**src/hdl/pmcfg_pkg.sv**
```systemverilog
// Constants and carrier types for the mode setting 2/3 configuration registers
package pmcfg_pkg;

  // ---------------------------------------------------------------
  // Register map and reset values
  // ---------------------------------------------------------------
  localparam logic [7:0] PMCFG_MODE2_ADDR = 8'h2D;
  localparam logic [7:0] PMCFG_MODE3_ADDR = 8'h2E;
  localparam logic [7:0] PMCFG_MODE2_RST = 8'h0C;
  localparam logic [7:0] PMCFG_MODE3_RST = 8'h1C;
  localparam logic [7:0] PMCFG_UNMAPPED_DATA = 8'h00;

  // ---------------------------------------------------------------
  // Operating modes
  // ---------------------------------------------------------------
  localparam logic [1:0] PMCFG_MODE0 = 2'h0;
  localparam logic [1:0] PMCFG_MODE2 = 2'h2;
  localparam logic [1:0] PMCFG_MODE3 = 2'h3;

  // ---------------------------------------------------------------
  // Watchdog period codes and periods in seconds
  // ---------------------------------------------------------------
  localparam logic [1:0] PMCFG_WD_OFF = 2'h0;
  localparam logic [1:0] PMCFG_WD_CODE_16 = 2'h1;
  localparam logic [1:0] PMCFG_WD_CODE_32 = 2'h2;
  localparam logic [6:0] PMCFG_WD_16_S = 7'h10;
  localparam logic [6:0] PMCFG_WD_32_S = 7'h20;
  localparam logic [6:0] PMCFG_WD_64_S = 7'h40;
  localparam logic [6:0] PMCFG_WD_NONE_S = 7'h00;

  // ---------------------------------------------------------------
  // Voltage code arithmetic, in millivolts
  // ---------------------------------------------------------------
  localparam int PMCFG_MV_W = 12;
  localparam logic [11:0] PMCFG_STEP_MV = 12'h019;
  localparam logic [11:0] PMCFG_LINREG_BASE_MV = 12'h5DC;
  localparam logic [11:0] PMCFG_LINREG_OFFSET_MV = 12'h4B0;
  localparam logic [5:0] PMCFG_LINREG_MAX_CODE = 6'h18;
  localparam logic [11:0] PMCFG_CORE_BASE_MV = 12'h1F4;
  localparam logic [5:0] PMCFG_CORE_MAX_CODE = 6'h28;
  localparam logic [5:0] PMCFG_CORE_FIXED_CODE = 6'h3F;
  localparam logic [11:0] PMCFG_CORE_FIXED_MV = 12'h708;
  localparam logic [11:0] PMCFG_RAIL_IDLE_MV = 12'h000;

  // ---------------------------------------------------------------
  // Carrier types
  // ---------------------------------------------------------------
  typedef struct packed {
    logic [1:0] wd_period;
    logic offset_sel;
    logic [4:0] code;
  } pmcfg_mode2_t;

  typedef struct packed {
    logic ship_en;
    logic src_sel;
    logic [5:0] code;
  } pmcfg_mode3_t;

  typedef struct packed {
    logic wr;
    logic rd;
    logic [7:0] addr;
    logic [7:0] wdata;
  } pmcfg_req_t;

endpackage : pmcfg_pkg

```
**src/hdl/pmcfg_sync.sv**
```systemverilog
// Two flip-flop synchroniser for the external mode select pins
`timescale 1ns/100ps
module pmcfg_sync #(
  parameter int W = 2
) (
  // Clock and reset
  input wire logic sys_clk_i,
  input wire logic nrst_i,
  // Asynchronous in, synchronous out
  input wire logic [W-1:0] async_i,
  output logic [W-1:0] sync_o
);

  logic [W-1:0] meta;

  // ---------------------------------------------------------------
  // Parameter check
  // ---------------------------------------------------------------
  if (W < 1) begin : g_bad_w
    $error("pmcfg_sync: W must be at least 1");
  end

  // Stage one feeds stage two only
  always_ff @(posedge sys_clk_i) begin
    if (!nrst_i) begin
      meta <= '0;
      sync_o <= '0;
    end else begin
      meta <= async_i;
      sync_o <= meta;
    end
  end

endmodule : pmcfg_sync

```
**src/hdl/pmcfg_regs.sv**
```systemverilog
// Mode setting 2 part 3 and mode setting 3 part 0 configuration registers
//
// Behaviour
// - Watchdog period code 00 off, 01 16 s, 10 32 s, 11 64 s.
// - Linear regulator offset bit adds 0 V or 1.2 V to coded voltage.
// - Linear regulator code 0 is 1.500 V, +25 mV, clamped at 2.100 V.
// - Ship enable bit 1 enters ship mode, 0 stays out.
// - Source select 0 takes mode from register bits, ignores pins.
// - Source select 1 takes mode from pins while in mode 3, ignores register bits.
// - Core buck code 0 is 0.500 V, +25 mV to 1.500 V; reset 1.200 V.
// - Core codes 101001-111110 give 1.5 V; all ones gives 1.8 V.
// - Both registers read back last written value or reset value.
`timescale 1ns/100ps
module pmcfg_regs
  import pmcfg_pkg::*;
#(
  parameter int MV_W = 12
) (
  // Clock and reset
  input wire logic sys_clk_i,
  input wire logic nrst_i,
  // Register port from the serial target
  input wire pmcfg_pkg::pmcfg_req_t req_i,
  output logic [7:0] rdata_o,
  output logic rvalid_o,
  // Mode request sources
  input wire logic mode_reg_bit_a_i,
  input wire logic mode_reg_bit_b_i,
  input wire logic mode_select_pin_a_i,
  input wire logic mode_select_pin_b_i,
  // Controls toward the power stages
  output logic [1:0] active_mode_o,
  output logic ship_mode_o,
  output logic watchdog_en_o,
  output logic [6:0] watchdog_period_s_o,
  output logic [MV_W-1:0] sys_linreg_mv_o,
  output logic [MV_W-1:0] core_buck_mv_o
);
  import pmcfg_pkg::*;

  // ---------------------------------------------------------------
  // Parameter check
  // ---------------------------------------------------------------
  if (MV_W < PMCFG_MV_W) begin : g_bad_mv_w
    $error("pmcfg_regs: MV_W too narrow for 3.3 V in millivolts");
  end

  pmcfg_mode2_t mode2;
  pmcfg_mode3_t mode3;
  logic [1:0] pins_sync;
  logic [1:0] active_mode;
  logic [1:0] next_active_mode;
  logic [11:0] linreg_mv;
  logic [11:0] core_mv;
  logic [6:0] wd_secs;

  // Clamp a code to its top step, then scale into millivolts
  function automatic logic [11:0] code_to_mv(input logic [11:0] base,
                                             input logic [5:0] code,
                                             input logic [5:0] max_code);
    logic [11:0] steps;
    steps = {6'h00, (code > max_code) ? max_code : code};
    return 12'(base + steps * PMCFG_STEP_MV);
  endfunction : code_to_mv

  // ---------------------------------------------------------------
  // Register file
  // ---------------------------------------------------------------

  // Mode setting 2 part 3 storage
  always_ff @(posedge sys_clk_i) begin
    if (!nrst_i) begin
      mode2 <= PMCFG_MODE2_RST;
    end else if (req_i.wr && req_i.addr == PMCFG_MODE2_ADDR) begin
      mode2 <= req_i.wdata;
    end
  end

  // Mode setting 3 part 0 storage
  always_ff @(posedge sys_clk_i) begin
    if (!nrst_i) begin
      mode3 <= PMCFG_MODE3_RST;
    end else if (req_i.wr && req_i.addr == PMCFG_MODE3_ADDR) begin
      mode3 <= req_i.wdata;
    end
  end

  // Registered read data, zero for unmapped addresses
  always_ff @(posedge sys_clk_i) begin
    if (!nrst_i) begin
      rdata_o <= PMCFG_UNMAPPED_DATA;
      rvalid_o <= 1'b0;
    end else begin
      rvalid_o <= req_i.rd;
      if (req_i.rd) begin
        case (req_i.addr)
          PMCFG_MODE2_ADDR: rdata_o <= mode2;
          PMCFG_MODE3_ADDR: rdata_o <= mode3;
          default: rdata_o <= PMCFG_UNMAPPED_DATA;
        endcase
      end
    end
  end

  // ---------------------------------------------------------------
  // Operating mode selection
  // ---------------------------------------------------------------

  // Mode select pins arrive from outside the clock domain
  pmcfg_sync #(
    .W(2)
  ) u_pin_sync (
    .sys_clk_i(sys_clk_i),
    .nrst_i(nrst_i),
    .async_i({mode_select_pin_b_i, mode_select_pin_a_i}),
    .sync_o(pins_sync)
  );

  // Source of the next mode while in mode setting 3
  always_comb begin
    next_active_mode = {mode_reg_bit_b_i, mode_reg_bit_a_i};
    if (active_mode == PMCFG_MODE3 && mode3.src_sel) begin
      next_active_mode = pins_sync;
    end
  end

  // Active mode register
  always_ff @(posedge sys_clk_i) begin
    if (!nrst_i) begin
      active_mode <= PMCFG_MODE0;
    end else begin
      active_mode <= next_active_mode;
    end
  end

  // ---------------------------------------------------------------
  // Field decoding
  // ---------------------------------------------------------------

  // Watchdog period in seconds
  always_comb begin
    case (mode2.wd_period)
      PMCFG_WD_OFF: wd_secs = PMCFG_WD_NONE_S;
      PMCFG_WD_CODE_16: wd_secs = PMCFG_WD_16_S;
      PMCFG_WD_CODE_32: wd_secs = PMCFG_WD_32_S;
      default: wd_secs = PMCFG_WD_64_S;
    endcase
  end

  // Linear regulator target with optional offset
  always_comb begin
    linreg_mv = code_to_mv(PMCFG_LINREG_BASE_MV, {1'b0, mode2.code},
                           PMCFG_LINREG_MAX_CODE);
    if (mode2.offset_sel) begin
      linreg_mv = 12'(linreg_mv + PMCFG_LINREG_OFFSET_MV);
    end
  end

  // Core buck target, all ones is the fixed rail
  always_comb begin
    core_mv = code_to_mv(PMCFG_CORE_BASE_MV, mode3.code, PMCFG_CORE_MAX_CODE);
    if (mode3.code == PMCFG_CORE_FIXED_CODE) begin
      core_mv = PMCFG_CORE_FIXED_MV;
    end
  end

  // ---------------------------------------------------------------
  // Output registers
  // ---------------------------------------------------------------

  // Mode setting 2 controls, idle outside mode 2
  always_ff @(posedge sys_clk_i) begin
    if (!nrst_i) begin
      watchdog_en_o <= 1'b0;
      watchdog_period_s_o <= PMCFG_WD_NONE_S;
      sys_linreg_mv_o <= MV_W'(PMCFG_RAIL_IDLE_MV);
    end else if (active_mode == PMCFG_MODE2) begin
      watchdog_en_o <= (mode2.wd_period != PMCFG_WD_OFF);
      watchdog_period_s_o <= wd_secs;
      sys_linreg_mv_o <= MV_W'(linreg_mv);
    end else begin
      watchdog_en_o <= 1'b0;
      watchdog_period_s_o <= PMCFG_WD_NONE_S;
      sys_linreg_mv_o <= MV_W'(PMCFG_RAIL_IDLE_MV);
    end
  end

  // Mode setting 3 controls, idle outside mode 3
  always_ff @(posedge sys_clk_i) begin
    if (!nrst_i) begin
      ship_mode_o <= 1'b0;
      core_buck_mv_o <= MV_W'(PMCFG_RAIL_IDLE_MV);
    end else if (active_mode == PMCFG_MODE3) begin
      ship_mode_o <= mode3.ship_en;
      core_buck_mv_o <= MV_W'(core_mv);
    end else begin
      ship_mode_o <= 1'b0;
      core_buck_mv_o <= MV_W'(PMCFG_RAIL_IDLE_MV);
    end
  end

  // Mode indication
  always_ff @(posedge sys_clk_i) begin
    if (!nrst_i) begin
      active_mode_o <= PMCFG_MODE0;
    end else begin
      active_mode_o <= next_active_mode;
    end
  end
endmodule : pmcfg_regs

```
**config.mk**
```make
export PLATFORM = sky130hd
export DESIGN_NAME = pmcfg_regs
export DESIGN_NICKNAME = d
export VERILOG_FILES = /design/src/hdl/pmcfg_pkg.sv /design/src/hdl/pmcfg_sync.sv /design/src/hdl/pmcfg_regs.sv
export SDC_FILE = /design/constraint.sdc
export NUM_CORES = 1
export LEC_CHECK = 0
export BUFFER_PORTS_ARGS = -buffer_cell sky130_fd_sc_hd__buf_2
export CAP_MARGIN = 5
export CORE_MARGIN = 2
export CORE_UTILIZATION = 48
export DETAILED_ROUTE_END_ITERATION = 10
export MAX_ROUTING_LAYER = met4
export PLACE_DENSITY = 0.76
export SLEW_MARGIN = 10
export SYNTH_ARGS = -nofsm -noshare
export SYNTH_HDL_FRONTEND = slang
export SYNTH_SLANG_ARGS = --single-unit
export TNS_END_PERCENT = 50
```
**constraint.sdc**
```tcl
create_clock -name sys_clk_i -period 5.95 [get_ports sys_clk_i]
set_input_delay 0.2975 -clock sys_clk_i [delete_from_list [all_inputs] [get_ports sys_clk_i]]
set_output_delay 0.2975 -clock sys_clk_i [all_outputs]
set_load 0.01 [all_outputs]
```
* Word-level counts from Yosys, hierarchy flattened *
Index checks and enable logic that the tools add are counted.

word-level totals
  bits of input ports = 24
  word-level logic and storage cells = 48
  register bits = 64

cells by class
  magnitude comparators = 2
  bitwise operators = 2
  add/sub/neg operators = 3
  equality and inequality tests = 7
  reduce and logical (&&, ||, !) cells = 8
  $mul = 2
  mux-type cells = 7

operator list
  operator                                                                number
  7-bit case mux with 3 select lines                                      1
  8-bit by 6-bit equality test with 1-bit output (second input constant)  2
  8-bit case mux with 2 select lines                                      1
  11-bit by 10-bit adder with 12-bit output (first input constant)        1
  12-bit by 11-bit adder with 12-bit output (second input constant)       1
  9-bit by 11-bit adder with 12-bit output (first input constant)         1
  12-bit two-way mux                                                      1
  6-bit by 5-bit multiplier with 11-bit output (second input constant)    1
  11-bit two-way mux                                                      1
  5-bit by 5-bit multiplier with 10-bit output (second input constant)    1
  2-bit equality test (second input constant)                             3
  6-bit equality test (second input constant)                             1
  6-bit > comparator (second input constant)                              1
  6-bit two-way mux                                                       1
  5-bit > comparator (second input constant)                              1
  5-bit two-way mux                                                       1
  2-bit AND reduction                                                     2
  1-bit logical AND                                                       3
  3-bit OR reduction                                                      1
  2-bit by 1-bit equality test with 1-bit output (second input constant)  1
  2-bit logical NOT                                                       1
  2-bit two-way mux                                                       1
  1-bit inverter                                                          2
  2-bit nonzero test                                                      1

* Longest topological paths before layout *
Gate-level depths: netlist of the first run.

  depth after elaboration = 6
  gate-level depth with buffers = 14
  mapped depth without buffers = 13

* Hierarchy *
Synthesis of the first run repeated with hierarchy kept, for this count alone.

second synthesis, totals
  cell total of the unflattened synthesis = 369
  area, all modules = 3,482.1 µm²

modules (own cells, without submodules)
  module      cells each  times used  area each (µm²)  sequential area each (µm²)
  pmcfg_regs  361         1           3,377.0          1,121.1
  pmcfg_sync  8           1           105.1            80.1

* Worst setup path before layout of the first run *
Ideal clock, no wire load.

  path kind = register to register
  start point = register mode2[3] in the netlist's numbering
  end point = register sys_linreg_mv_o[11]
  path slack = 2.247 ns
  cell stages (with the launch flop) = 14
  setup time = 0.072 ns
  clock period less this slack = 3.703 ns
  buffers on the path = 1
  arrival = 3.631 ns
  cell sequence = dfxtp_1 > ha_1 > clkbuf_1 > nor2_1 > ha_1 > fa_1 > inv_1 > ha_1 > ha_1 > nor2b_1 > a221o_1 > or3_4 > a32oi_2 > mux2i_1

on the way
  cells in the longest elaborated chain, start to end = 6

RTL lines
  what                                            RTL line           RTL
  start, declared                                 pmcfg_regs.sv:48   pmcfg_mode2_t mode2;
  start signal, assigned                          pmcfg_regs.sv:75   mode2 <= req_i.wdata;
  5-bit > comparator                              pmcfg_regs.sv:62   steps = {6'h00, (code > max_code) ? max_code : code};
  5-bit two-way mux *                             pmcfg_regs.sv:62
  5-bit by 5-bit multiplier with 10-bit output *  pmcfg_regs.sv:63   return 12'(base + steps * PMCFG_STEP_MV);
  11-bit by 10-bit adder with 12-bit output *     pmcfg_regs.sv:63
  12-bit by 11-bit adder with 12-bit output       pmcfg_regs.sv:155  linreg_mv = 12'(linreg_mv + PMCFG_LINREG_OFFSET_MV);
  12-bit two-way mux *                            pmcfg_regs.sv:154  if (mode2.offset_sel) begin
  end signal, assigned                            pmcfg_regs.sv:176  sys_linreg_mv_o <= MV_W'(PMCFG_RAIL_IDLE_MV);
  end signal, assigned                            pmcfg_regs.sv:180  sys_linreg_mv_o <= MV_W'(linreg_mv);
  end signal, assigned                            pmcfg_regs.sv:184  sys_linreg_mv_o <= MV_W'(PMCFG_RAIL_IDLE_MV);
  end, declared                                   pmcfg_regs.sv:36   output logic [MV_W-1:0] sys_linreg_mv_o,

Mark *: on every way between the ends. The rest lies on a longest branch, timed or not.
A chain may end at the register's enable or synchronous reset.

* Final worst setup path of the first run *
  start point = register mode2[4] in the netlist's numbering
  end point = register sys_linreg_mv_o[10]

Same word-level chain as after synthesis.

==> results.txt, run 1 <==
* First-pass GRT wire length: between 10 and 15 mm
- In this run the static leakage power is 2.017 nW.
* VDD IR-drop max: 0.1397 mV
- After detailed routing, the total wire length is between 7 and 8 mm.
* Setup Skew: 0.008520 ns
- Number of maximum-capacitance constraint violations: 0
- Routed length per placed instance: between 10 and 15 um
- The routed layout has approximately 2,700 vias.
* Maximum number of pins on one net before global-route repair: 36
- At the later pin of the worst-skew pair, clock insertion delay measures roughly 0.35 ns.
- After detailed routing, the number of vias per cell comes to about 5.1.
- Post-detailed-placement cell area: between 3000 and 4000 um2
* Most frequent cells in the layout: sky130_fd_sc_hd__buf_2, sky130_fd_sc_hd__dfxtp_1, sky130_fd_sc_hd__ha_1
- Of the total synthesized cell area, the portion taken by full adders, half adders and majority gates is around a fifth.
- Setup total negative slack on the finished layout was measured at 0 ns.
- I/O Buffers: between 60 and 70
* Die Height: approximately 90 um
- The tree is rooted in a sky130_fd_sc_hd__clkbuf_8.
* Synthesized-area fraction occupied by ao, oa, aoi and oai cells: ~12%
* Post-CTS Resized: 0
- Number of buffers between clock root and the deepest sink: 2
- The first routing iteration left about 130 violations.
* Seq cells post-synth: 60
- The die covers roughly 8000 um2.
- For this configuration, the core starts out at a cell density of 48.83%.
- The number of antenna violations at the first check in global routing came to 0.
* Required time worst endpoint: ~6.2 ns
- The number of hold violations in the final report was 0.
* Synthesized instance count: around 370
- The clock drives 60 sinks.
- Setup violations remaining at the end of the flow were counted as 0.
* Most common library cell in the layout ignoring fill and taps: sky130_fd_sc_hd__buf_2
- Of the total synthesized cell area, the portion taken by XOR and XNOR cells is a little over 4%.
* Maximum level of the CTS H-tree: 3
- Per report_power, the combinational group accounts for under 10% of the total.
* CTS tree: yes
- The worst pin sits at a relative slew slack of ~47%.
- The critical path is of the register to register type.
- Most numerous cell on the critical path: sky130_fd_sc_hd__ha_1
* Share of power burned in the clock network: roughly 45%
- Layout filler cell count: about 670
- Main combinational cell family by area after synthesis: adder cells
* Diodes inserted: 0
- The synthesized design contains 0 enable-type register cells.
- The total area inside the core boundary comes to between 7000 and 8000 um2.
- Mapped Avg Cell Area: ~9.4 um2
- For the pin with the worst max-slew slack, the measured transition is 0.7976 ns.
- The internal power of the cells totals 0.6164 mW.
* Max stage delay on crit path: ~0.55 ns
- Post-layout nets: ~510
- GR Overflow Total: 0
- Sequential elements use roughly 34% of the synthesized area.
- Portion of total power attributed to sequential cells: 50.5%
- Synthesis instantiated 50 different standard cells from the library.
* CP Data Arrival Time: approximately 4.2 ns
- Pwr Density: around 200 nW/um2
- Setup slack closes at around 2.0 ns.
- Simple logic cell fraction of the synthesized area: 18.82%
- Power spent charging and discharging nets: roughly 0.19 mW
* Final number of max-transition violations: 0
* Detail Placement HPWL: around 5.5 mm
- Worst-case setup slack after placement: approximately 2 ns
- The worst setup path is captured at a register.
- For this run, the number of Yosys warnings is 0.
- Routability-driven placement finished with a final weighted congestion of 0.8577.
- In this run the cell area of the synthesized design comes to between 3000 and 4000 um2.
* Rows: 31
- I/O pins: 68
- In this run the worst path has a maximum fanout of 12.
* Setup repair after global routing missed its margin: false
* Crit path cell chain: ha_1, nand2b_1, inv_1, ha_1, ha_1, ha_1, inv_1, fa_1, nand2b_1, a2111oi_0, o221ai_1, or2_2, mux2i_1
- After clock tree synthesis, the clock-pin slew on the worst setup and hold paths is approximately 0.07 ns.
* Critical Path Start Type: register
- Timing would allow up to 251.7 MHz.
- From synthesis to final layout, the design area changed by 15.98%.
- After layout, the worst path uses 66.76% of the clock period.
- Path type of the worst min-delay path: primary input to register
* Dominant synthesized flop cell: sky130_fd_sc_hd__dfxtp_1
- Once layout is done, the placed cells without fillers occupy 4041 um2.
- Hold_buf cts: 0
- Fraction of final layout cells with drive strength greater than 1: around a fifth
- The number of clock buffers added by TritonCTS is 9.
* Antenna-violating nets left: 0
* Via count of the first global-routing pass: between 2,000 and 3,000
- In the routed design, unresolved DRC markers number 0.
- Run status: complete, no violations
- The portion of synthesized area spent on multiplexers is 6.032%.
- The first detailed-routing pass took 4 iterations.
- Number of setup buffers added after CTS: 0
- Overall fraction of global-route tracks in use: around a fifth
* Width of the die: about 89 um
- Time the worst path needs with I/O delays and setup: 3.972 ns
- Fraction of power spent switching nets: a little under a quarter
* Standard cell with the maximum stage delay on the critical path: sky130_fd_sc_hd__dfxtp_1
- Async S/R FF share, synth: 0%
-- cell usage after synthesis, types with 2 or more instances --
| library cell | number | area [um2] |
|---|---|---|
| sky130_fd_sc_hd__a2111oi_0 | 3 | 26.28 |
| sky130_fd_sc_hd__o21ai_0 | 5 | 25.02 |
| sky130_fd_sc_hd__nor2b_1 | 20 | 125.1 |
| sky130_fd_sc_hd__a211oi_1 | 4 | 30.03 |
| sky130_fd_sc_hd__ha_1 | 45 | 563.0 |
| sky130_fd_sc_hd__a21oi_1 | 8 | 40.04 |
| sky130_fd_sc_hd__nor2_1 | 26 | 97.59 |
| sky130_fd_sc_hd__nand2_1 | 18 | 67.56 |
| sky130_fd_sc_hd__xor2_1 | 6 | 52.55 |
| sky130_fd_sc_hd__dfxtp_1 | 60 | 1201 |
| sky130_fd_sc_hd__a21boi_0 | 8 | 60.06 |
| sky130_fd_sc_hd__nand2b_1 | 14 | 87.58 |
| sky130_fd_sc_hd__o211ai_1 | 2 | 15.01 |
| sky130_fd_sc_hd__and2_1 | 10 | 62.56 |
| sky130_fd_sc_hd__a21o_1 | 5 | 37.54 |
| sky130_fd_sc_hd__nor3_1 | 4 | 20.02 |
| sky130_fd_sc_hd__clkbuf_1 | 9 | 33.78 |
| sky130_fd_sc_hd__mux2i_1 | 21 | 210.2 |
| sky130_fd_sc_hd__buf_4 | 5 | 37.54 |
| sky130_fd_sc_hd__nand3_2 | 2 | 20.02 |
| sky130_fd_sc_hd__inv_1 | 32 | 120.1 |
| sky130_fd_sc_hd__o21bai_1 | 3 | 22.52 |
| sky130_fd_sc_hd__a22o_1 | 8 | 70.07 |
| sky130_fd_sc_hd__fa_1 | 5 | 100.1 |
| sky130_fd_sc_hd__and3_1 | 4 | 25.02 |
| sky130_fd_sc_hd__xnor2_1 | 10 | 87.58 |
| sky130_fd_sc_hd__nand3_1 | 11 | 55.05 |
-- kinds of logic (layout without fill, tap and decap cells) --
group           Yosys count  in the layout
compound gates           55             55
xor+xnor                 16             16
fa+ha+maj                50             50
buf+inv                  48            111
flops                    60             60
mux                      21             21
other cells               1              4
simple gates            120            120
-- power by group through the flow --
stage                     clock network (mW)  registers (mW)  logic [mW]
after CTS                              0.366           0.408      0.0394
after detailed placement                   0           0.417      0.0392
after global placement                     0           0.417      0.0386
after floorplan                            0           0.418      0.0244
final                                  0.360           0.408      0.0394
after global routing                   0.384           0.408      0.0437
-- area by class of cell --
cell class | instances | area, um2 | share of cell area, %
Clock buffer | 10 | 127.6 | 3.158
Clock inverter | 6 | 65.06 | 1.610
Inverter | 32 | 120.1 | 2.972
Multi-Input combinational cell | 266 | 2088 | 51.67
Sequential cell | 60 | 1201 | 29.72
Tap cell | 99 | 123.9 | 3.065
Timing Repair Buffer | 63 | 315.3 | 7.802
-- through the flow --
| step | instances | utilization (%) | hold WS, ns | total power [mW] |
|---|---|---|---|---|
| finish | 536 | 56.63 | 0.1634 | 0.8067 |
| global route | 536 | 56.63 | 0.1643 | 0.8352 |
| CTS | 536 | 56.63 | 0.1595 | 0.8130 |
| detailed placement | 520 | 53.93 | 0.4195 | 0.4559 |
| global placement | 520 | 53.93 | 0.4144 | 0.4552 |
| floorplan | 374 | - | 0.4119 | 0.4420 |
-- critical path: cells and delay by family (launching register included) --
| family | cells | cell delay, ns |
|---|---|---|
| adders and majority gates | 5 | 1.80 |
| buffers and inverters | 2 | 0.14 |
| and+or+nand+nor | 3 | 0.68 |
| DFF | 1 | 0.55 |
| AOI/OAI and AO/OA | 2 | 0.63 |
| muxes | 1 | 0.12 |
-- registers in the layout (all words and copies together), names as in the netlist --
| name | flops |
|---|---|
| mode3 | 8 |
| sys_linreg_mv_o | 12 |
| u_pin_sync.meta | 2 |
| rvalid_o | 1 |
| ship_mode_o | 1 |
| core_buck_mv_o | 12 |
| active_mode_o | 2 |
| watchdog_period_s_o | 3 |
| u_pin_sync.sync_o | 2 |
| watchdog_en_o | 1 |
| mode2 | 8 |
| rdata_o | 8 |
-- metal layers --
metal	wire length [um]	up-vias	GRT usage, %	part of all wire [%]
met1	3392	1284	24.83	47
li1	-	1377	-	-
met4	80	0	5.699	1.1
met2	3425	51	30.44	48
met3	287	8	4.986	4.0
met5	0	-	-	0
-- path summary, 6_finish.rpt --
kind                        from                   end  slack, ns  cells past startpoint
max                     mode2[4]   sys_linreg_mv_o[10]       1.98                     13
min          mode_select_pin_a_i    u_pin_sync.meta[0]       0.16                      2
max reg2reg             mode2[4]   sys_linreg_mv_o[10]       1.98                     13
min reg2reg   u_pin_sync.meta[1]  u_pin_sync.sync_o[1]       0.44                      1
Power figures use the tool's default switching activity.
==> inputs of run 2 (changes only) <==
clock period = 4 ns   (was 5.95 ns; I/O delays follow)
==> run 2 against run 1 <==
Routed wire length down 0.74%. Final cell count increased by 0.37%. Power up 50%. Largest cell class unchanged. Largest power group unchanged. Highest routed layer unchanged.
==> results.txt, run 2 (synthesized netlist as in run 1, its figures left out) <==
* CTS tree: yes
* Clock sinks: 60 (unchanged)
* Total number of vias: 2,726 (+0.22%)
* Most numerous cell on the critical path: sky130_fd_sc_hd__ha_1
* Total Neg Setup Slack: 0 ns (unchanged)
- Cell count of the worst hold path: 2 (unchanged)
* Post-layout nets: 508 (+0.40%)
* P_leak: 2.022 nW (+0.26%)
* End of the worst register-to-register path: sys_linreg_mv_o[10]
- The count of buffer and inverter cells on the critical path was 2 (unchanged).
- The die outline height came to 89.21 um (unchanged).
* Number of buffers between clock root and the deepest sink: 2 (unchanged)
- Antenna violations before repair: 0 (unchanged)
* Total power consumption of the routed design: 1.210 mW (+50%)
- Endpoint class of the critical path: register
* Final number of max-transition violations: 0 (unchanged)
* Leading registers by flop count: core_buck_mv_o x12, sys_linreg_mv_o x12
- The clock latency at the later pin of the worst-skew pair was 0.35 ns (about the same).
- The slew at the pin with the worst max-slew slack is 0.7270 ns (-0.07061 ns).
- The number of input and output port buffers inserted came to 63 (unchanged).
- Via count of the first global-routing pass: 2,491 (-0.88%)
- Final Cycle Share: 92.74% (+26 points)
- Most frequent cells in the layout: sky130_fd_sc_hd__buf_2, sky130_fd_sc_hd__dfxtp_1, sky130_fd_sc_hd__ha_1
- The clock skew after layout is 0.009496 ns (+0.0009758 ns).
- Layout filler cell count: 691 (+2.5%)
- The highest clock rate was 269.6 MHz (+7.1%).
- The critical path in this run is classified as register to register.
- The maximum level of the CTS H-tree is 3 (unchanged).
- The maximum VDD drop is 0.1404 mV (+0.49%).
- Maximum fanout along the worst path: 12 (unchanged)
- The slowest stage of the critical path belongs to the cell sky130_fd_sc_hd__fa_1.
* Top Family by Delay on Critical Path: adder cells
* CTS root buf: sky130_fd_sc_hd__clkbuf_8
* R2R Path Start: mode2[3]
- Area of all sequential standard cells: 1201 um2 (unchanged)
- Required time worst endpoint: 4.27 ns (-1.95 ns)
* CP Data Arrival Time: 3.98 ns (-0.26 ns)
- Diodes inserted: 0 (unchanged)
- Detail Placement HPWL: 5.487 mm (-0.90%)
- Fraction of final layout cells with drive strength greater than 1: 20.05% (+0.59 points)
- Total count of hold-check failures in the final report: 0 (unchanged)
- Area of the multi-input gates: 2088 um2 (unchanged)
* Rows: 31 (unchanged)
- Post-placement cell count: 522 (+0.38%)
* Relative max-transition margin: 51.43% (+4.7 points)
* Hold Crit Endpoint: u_pin_sync.meta[0]
- Critical Path Start Type: register
* CORE AREA: 7137 um2 (unchanged)
* Path type of the worst min-delay path: primary input to register
- Number of detailed-route iterations in the first pass: 4 (unchanged)
* Number of maximum-capacitance constraint violations: 0 (unchanged)
* Setup repair after global routing missed its margin: false
- Crit path cell chain: ha_1, nand2b_1, inv_1, ha_1, ha_1, ha_1, inv_1, fa_1, nand2b_1, a2111oi_0, o221ai_1, or2_2, mux2i_1
* Time the worst path needs with I/O delays and setup: 3.710 ns (-0.2627 ns)
- The wire length of the first global-routing pass was 11.32 mm (-1.7%).
- The area enclosed by the die boundary was 7958 um2 (unchanged).
- The run finished with clean final reports.
* Hold_buf cts: 0 (unchanged)
* Routability-driven placement congestion ratio: 0.8769 (+2.2%)
- CTS clock-pin slew for the worst setup and hold paths: 0.07 ns (about the same)
* Antenna-violating nets left: 0 (unchanged)
* Worst hold start: mode_select_pin_a_i
- The final instance count without filler cells was 538 (+0.37%).
- Maximum number of pins on one net before global-route repair: 36 (unchanged)
* R2r setup slk: 0.29 ns (-1.69 ns)
* Routed length per placed instance: 13.26 um (-1.1%)
- The largest stage delay on the critical path is 0.45 ns (-0.10 ns).
- The post-detailed-routing wire length was 7.133 mm (-0.74%).
* Overall fraction of global-route tracks in use: 19.36% (-0.083 points)
- Number of setup buffers added after CTS: 0 (unchanged)
* Width of the die: 89.21 um (unchanged)
* Clock buffer count from CTS: 9 (unchanged)
- Post-CTS Resized: 0 (unchanged)
- Area growth syn-to-layout: 16.59%
* GR Overflow Total: 0 (unchanged)
- The count of cells along the worst register-to-register path was 13 (unchanged).
- I/O pins: 68 (unchanged)
* Vias per inst: 5.067 (-0.15%)
- Final-report setup violation count: 0 (unchanged)
* Residual DRC: 0 (unchanged)
- The library cell used most frequently in the layout, excluding fill and tap cells, is sky130_fd_sc_hd__buf_2.
- Effective utilization at floorplan: 48.83% (unchanged)
* Pwr Density: 297.9 nW/um2 (+49%)
* Iteration-0 DRC Markers: 106 (-16%)
==> run 2: cell count changes in the layout (fill, tap and decap cells not counted), sizes merged <==
| cell | before | now |
|---|---|---|
| buf | 63 | 65 |
| clkbuf | 10 | 9 |
| clkinv | 4 | 2 |
| clkinvlp | 1 | 3 |
| inv | 32 | 33 |
==> run 2: per-stage QoR <==
stage | hold WS [ns] | utilization [%] | area (um2) | worst slack (ns)
3_3_place_gp | 0.4066 | 54.14 | 3864 | 0.4386
6_report | 0.05729 | 56.93 | 4063 | 0.2904
3_5_place_dp | 0.4128 | 54.14 | 3864 | 0.3338
5_1_grt | 0.05345 | 56.93 | 4063 | 0.04147
2_1_floorplan | 0.3251 | - | 3496 | 0.2975
4_1_cts | 0.04760 | 56.93 | 4063 | 0.3016
==> run 2: how the worst max path moves through the flow <==
| stage | slack, ns | startpoint | depth (start not counted) | endpoint |
|---|---|---|---|---|
| finish | 0.29 | mode2[3] | 13 | sys_linreg_mv_o[10] |
| global route | 0.04 | mode2[3] | 13 | sys_linreg_mv_o[11] |
| CTS | 0.30 | mode2[3] | 13 | sys_linreg_mv_o[10] |
| detailed placement | 0.33 | mode3[5] | 13 | core_buck_mv_o[10] |
| global placement | 0.44 | mode2[3] | 12 | sys_linreg_mv_o[11] |
| floorplan | 0.30 | mode2[3] | 13 | sys_linreg_mv_o[11] |
==> run 2: metal layers <==
metal | vias up | part of all wire [%] | track usage (%) | routed length, um
met5 | - | 0 | - | 0
met4 | 0 | 1.7 | 6.377 | 119
met3 | 13 | 5.0 | 6.002 | 358
met2 | 67 | 47 | 30.17 | 3325
met1 | 1271 | 47 | 23.90 | 3329
li1 | 1375 | - | - | -
==> run 2: power by group <==
part / internal, mW / switching, mW / total (mW)
combinational: 0.0264 / 0.0320 / 0.0584
clock: 0.289 / 0.257 / 0.546
sequential: 0.603 / 0.00286 / 0.606
==> run 2: final cells by class <==
cell class	count	share of cell area (%)
Clock buffer	9	3.049
Sequential cell	60	29.57
Multi-Input combinational cell	266	51.40
Timing Repair Buffer	65	8.131
Inverter	32	2.957
Clock inverter	7	1.848
Tap cell	99	3.049
==> run 2: worst reg2reg max path, stage by stage, from the launching register on <==
cell                        delay, ns
sky130_fd_sc_hd__dfxtp_1         0.35
sky130_fd_sc_hd__ha_1            0.39
sky130_fd_sc_hd__nand2b_1        0.19
sky130_fd_sc_hd__inv_1           0.09
sky130_fd_sc_hd__ha_1            0.28
sky130_fd_sc_hd__ha_1            0.30
sky130_fd_sc_hd__ha_1            0.30
sky130_fd_sc_hd__inv_1           0.06
sky130_fd_sc_hd__fa_1            0.45
sky130_fd_sc_hd__nand2b_1        0.18
sky130_fd_sc_hd__a2111oi_0       0.38
sky130_fd_sc_hd__o221ai_1        0.23
sky130_fd_sc_hd__or2_2           0.32
sky130_fd_sc_hd__mux2i_1         0.12
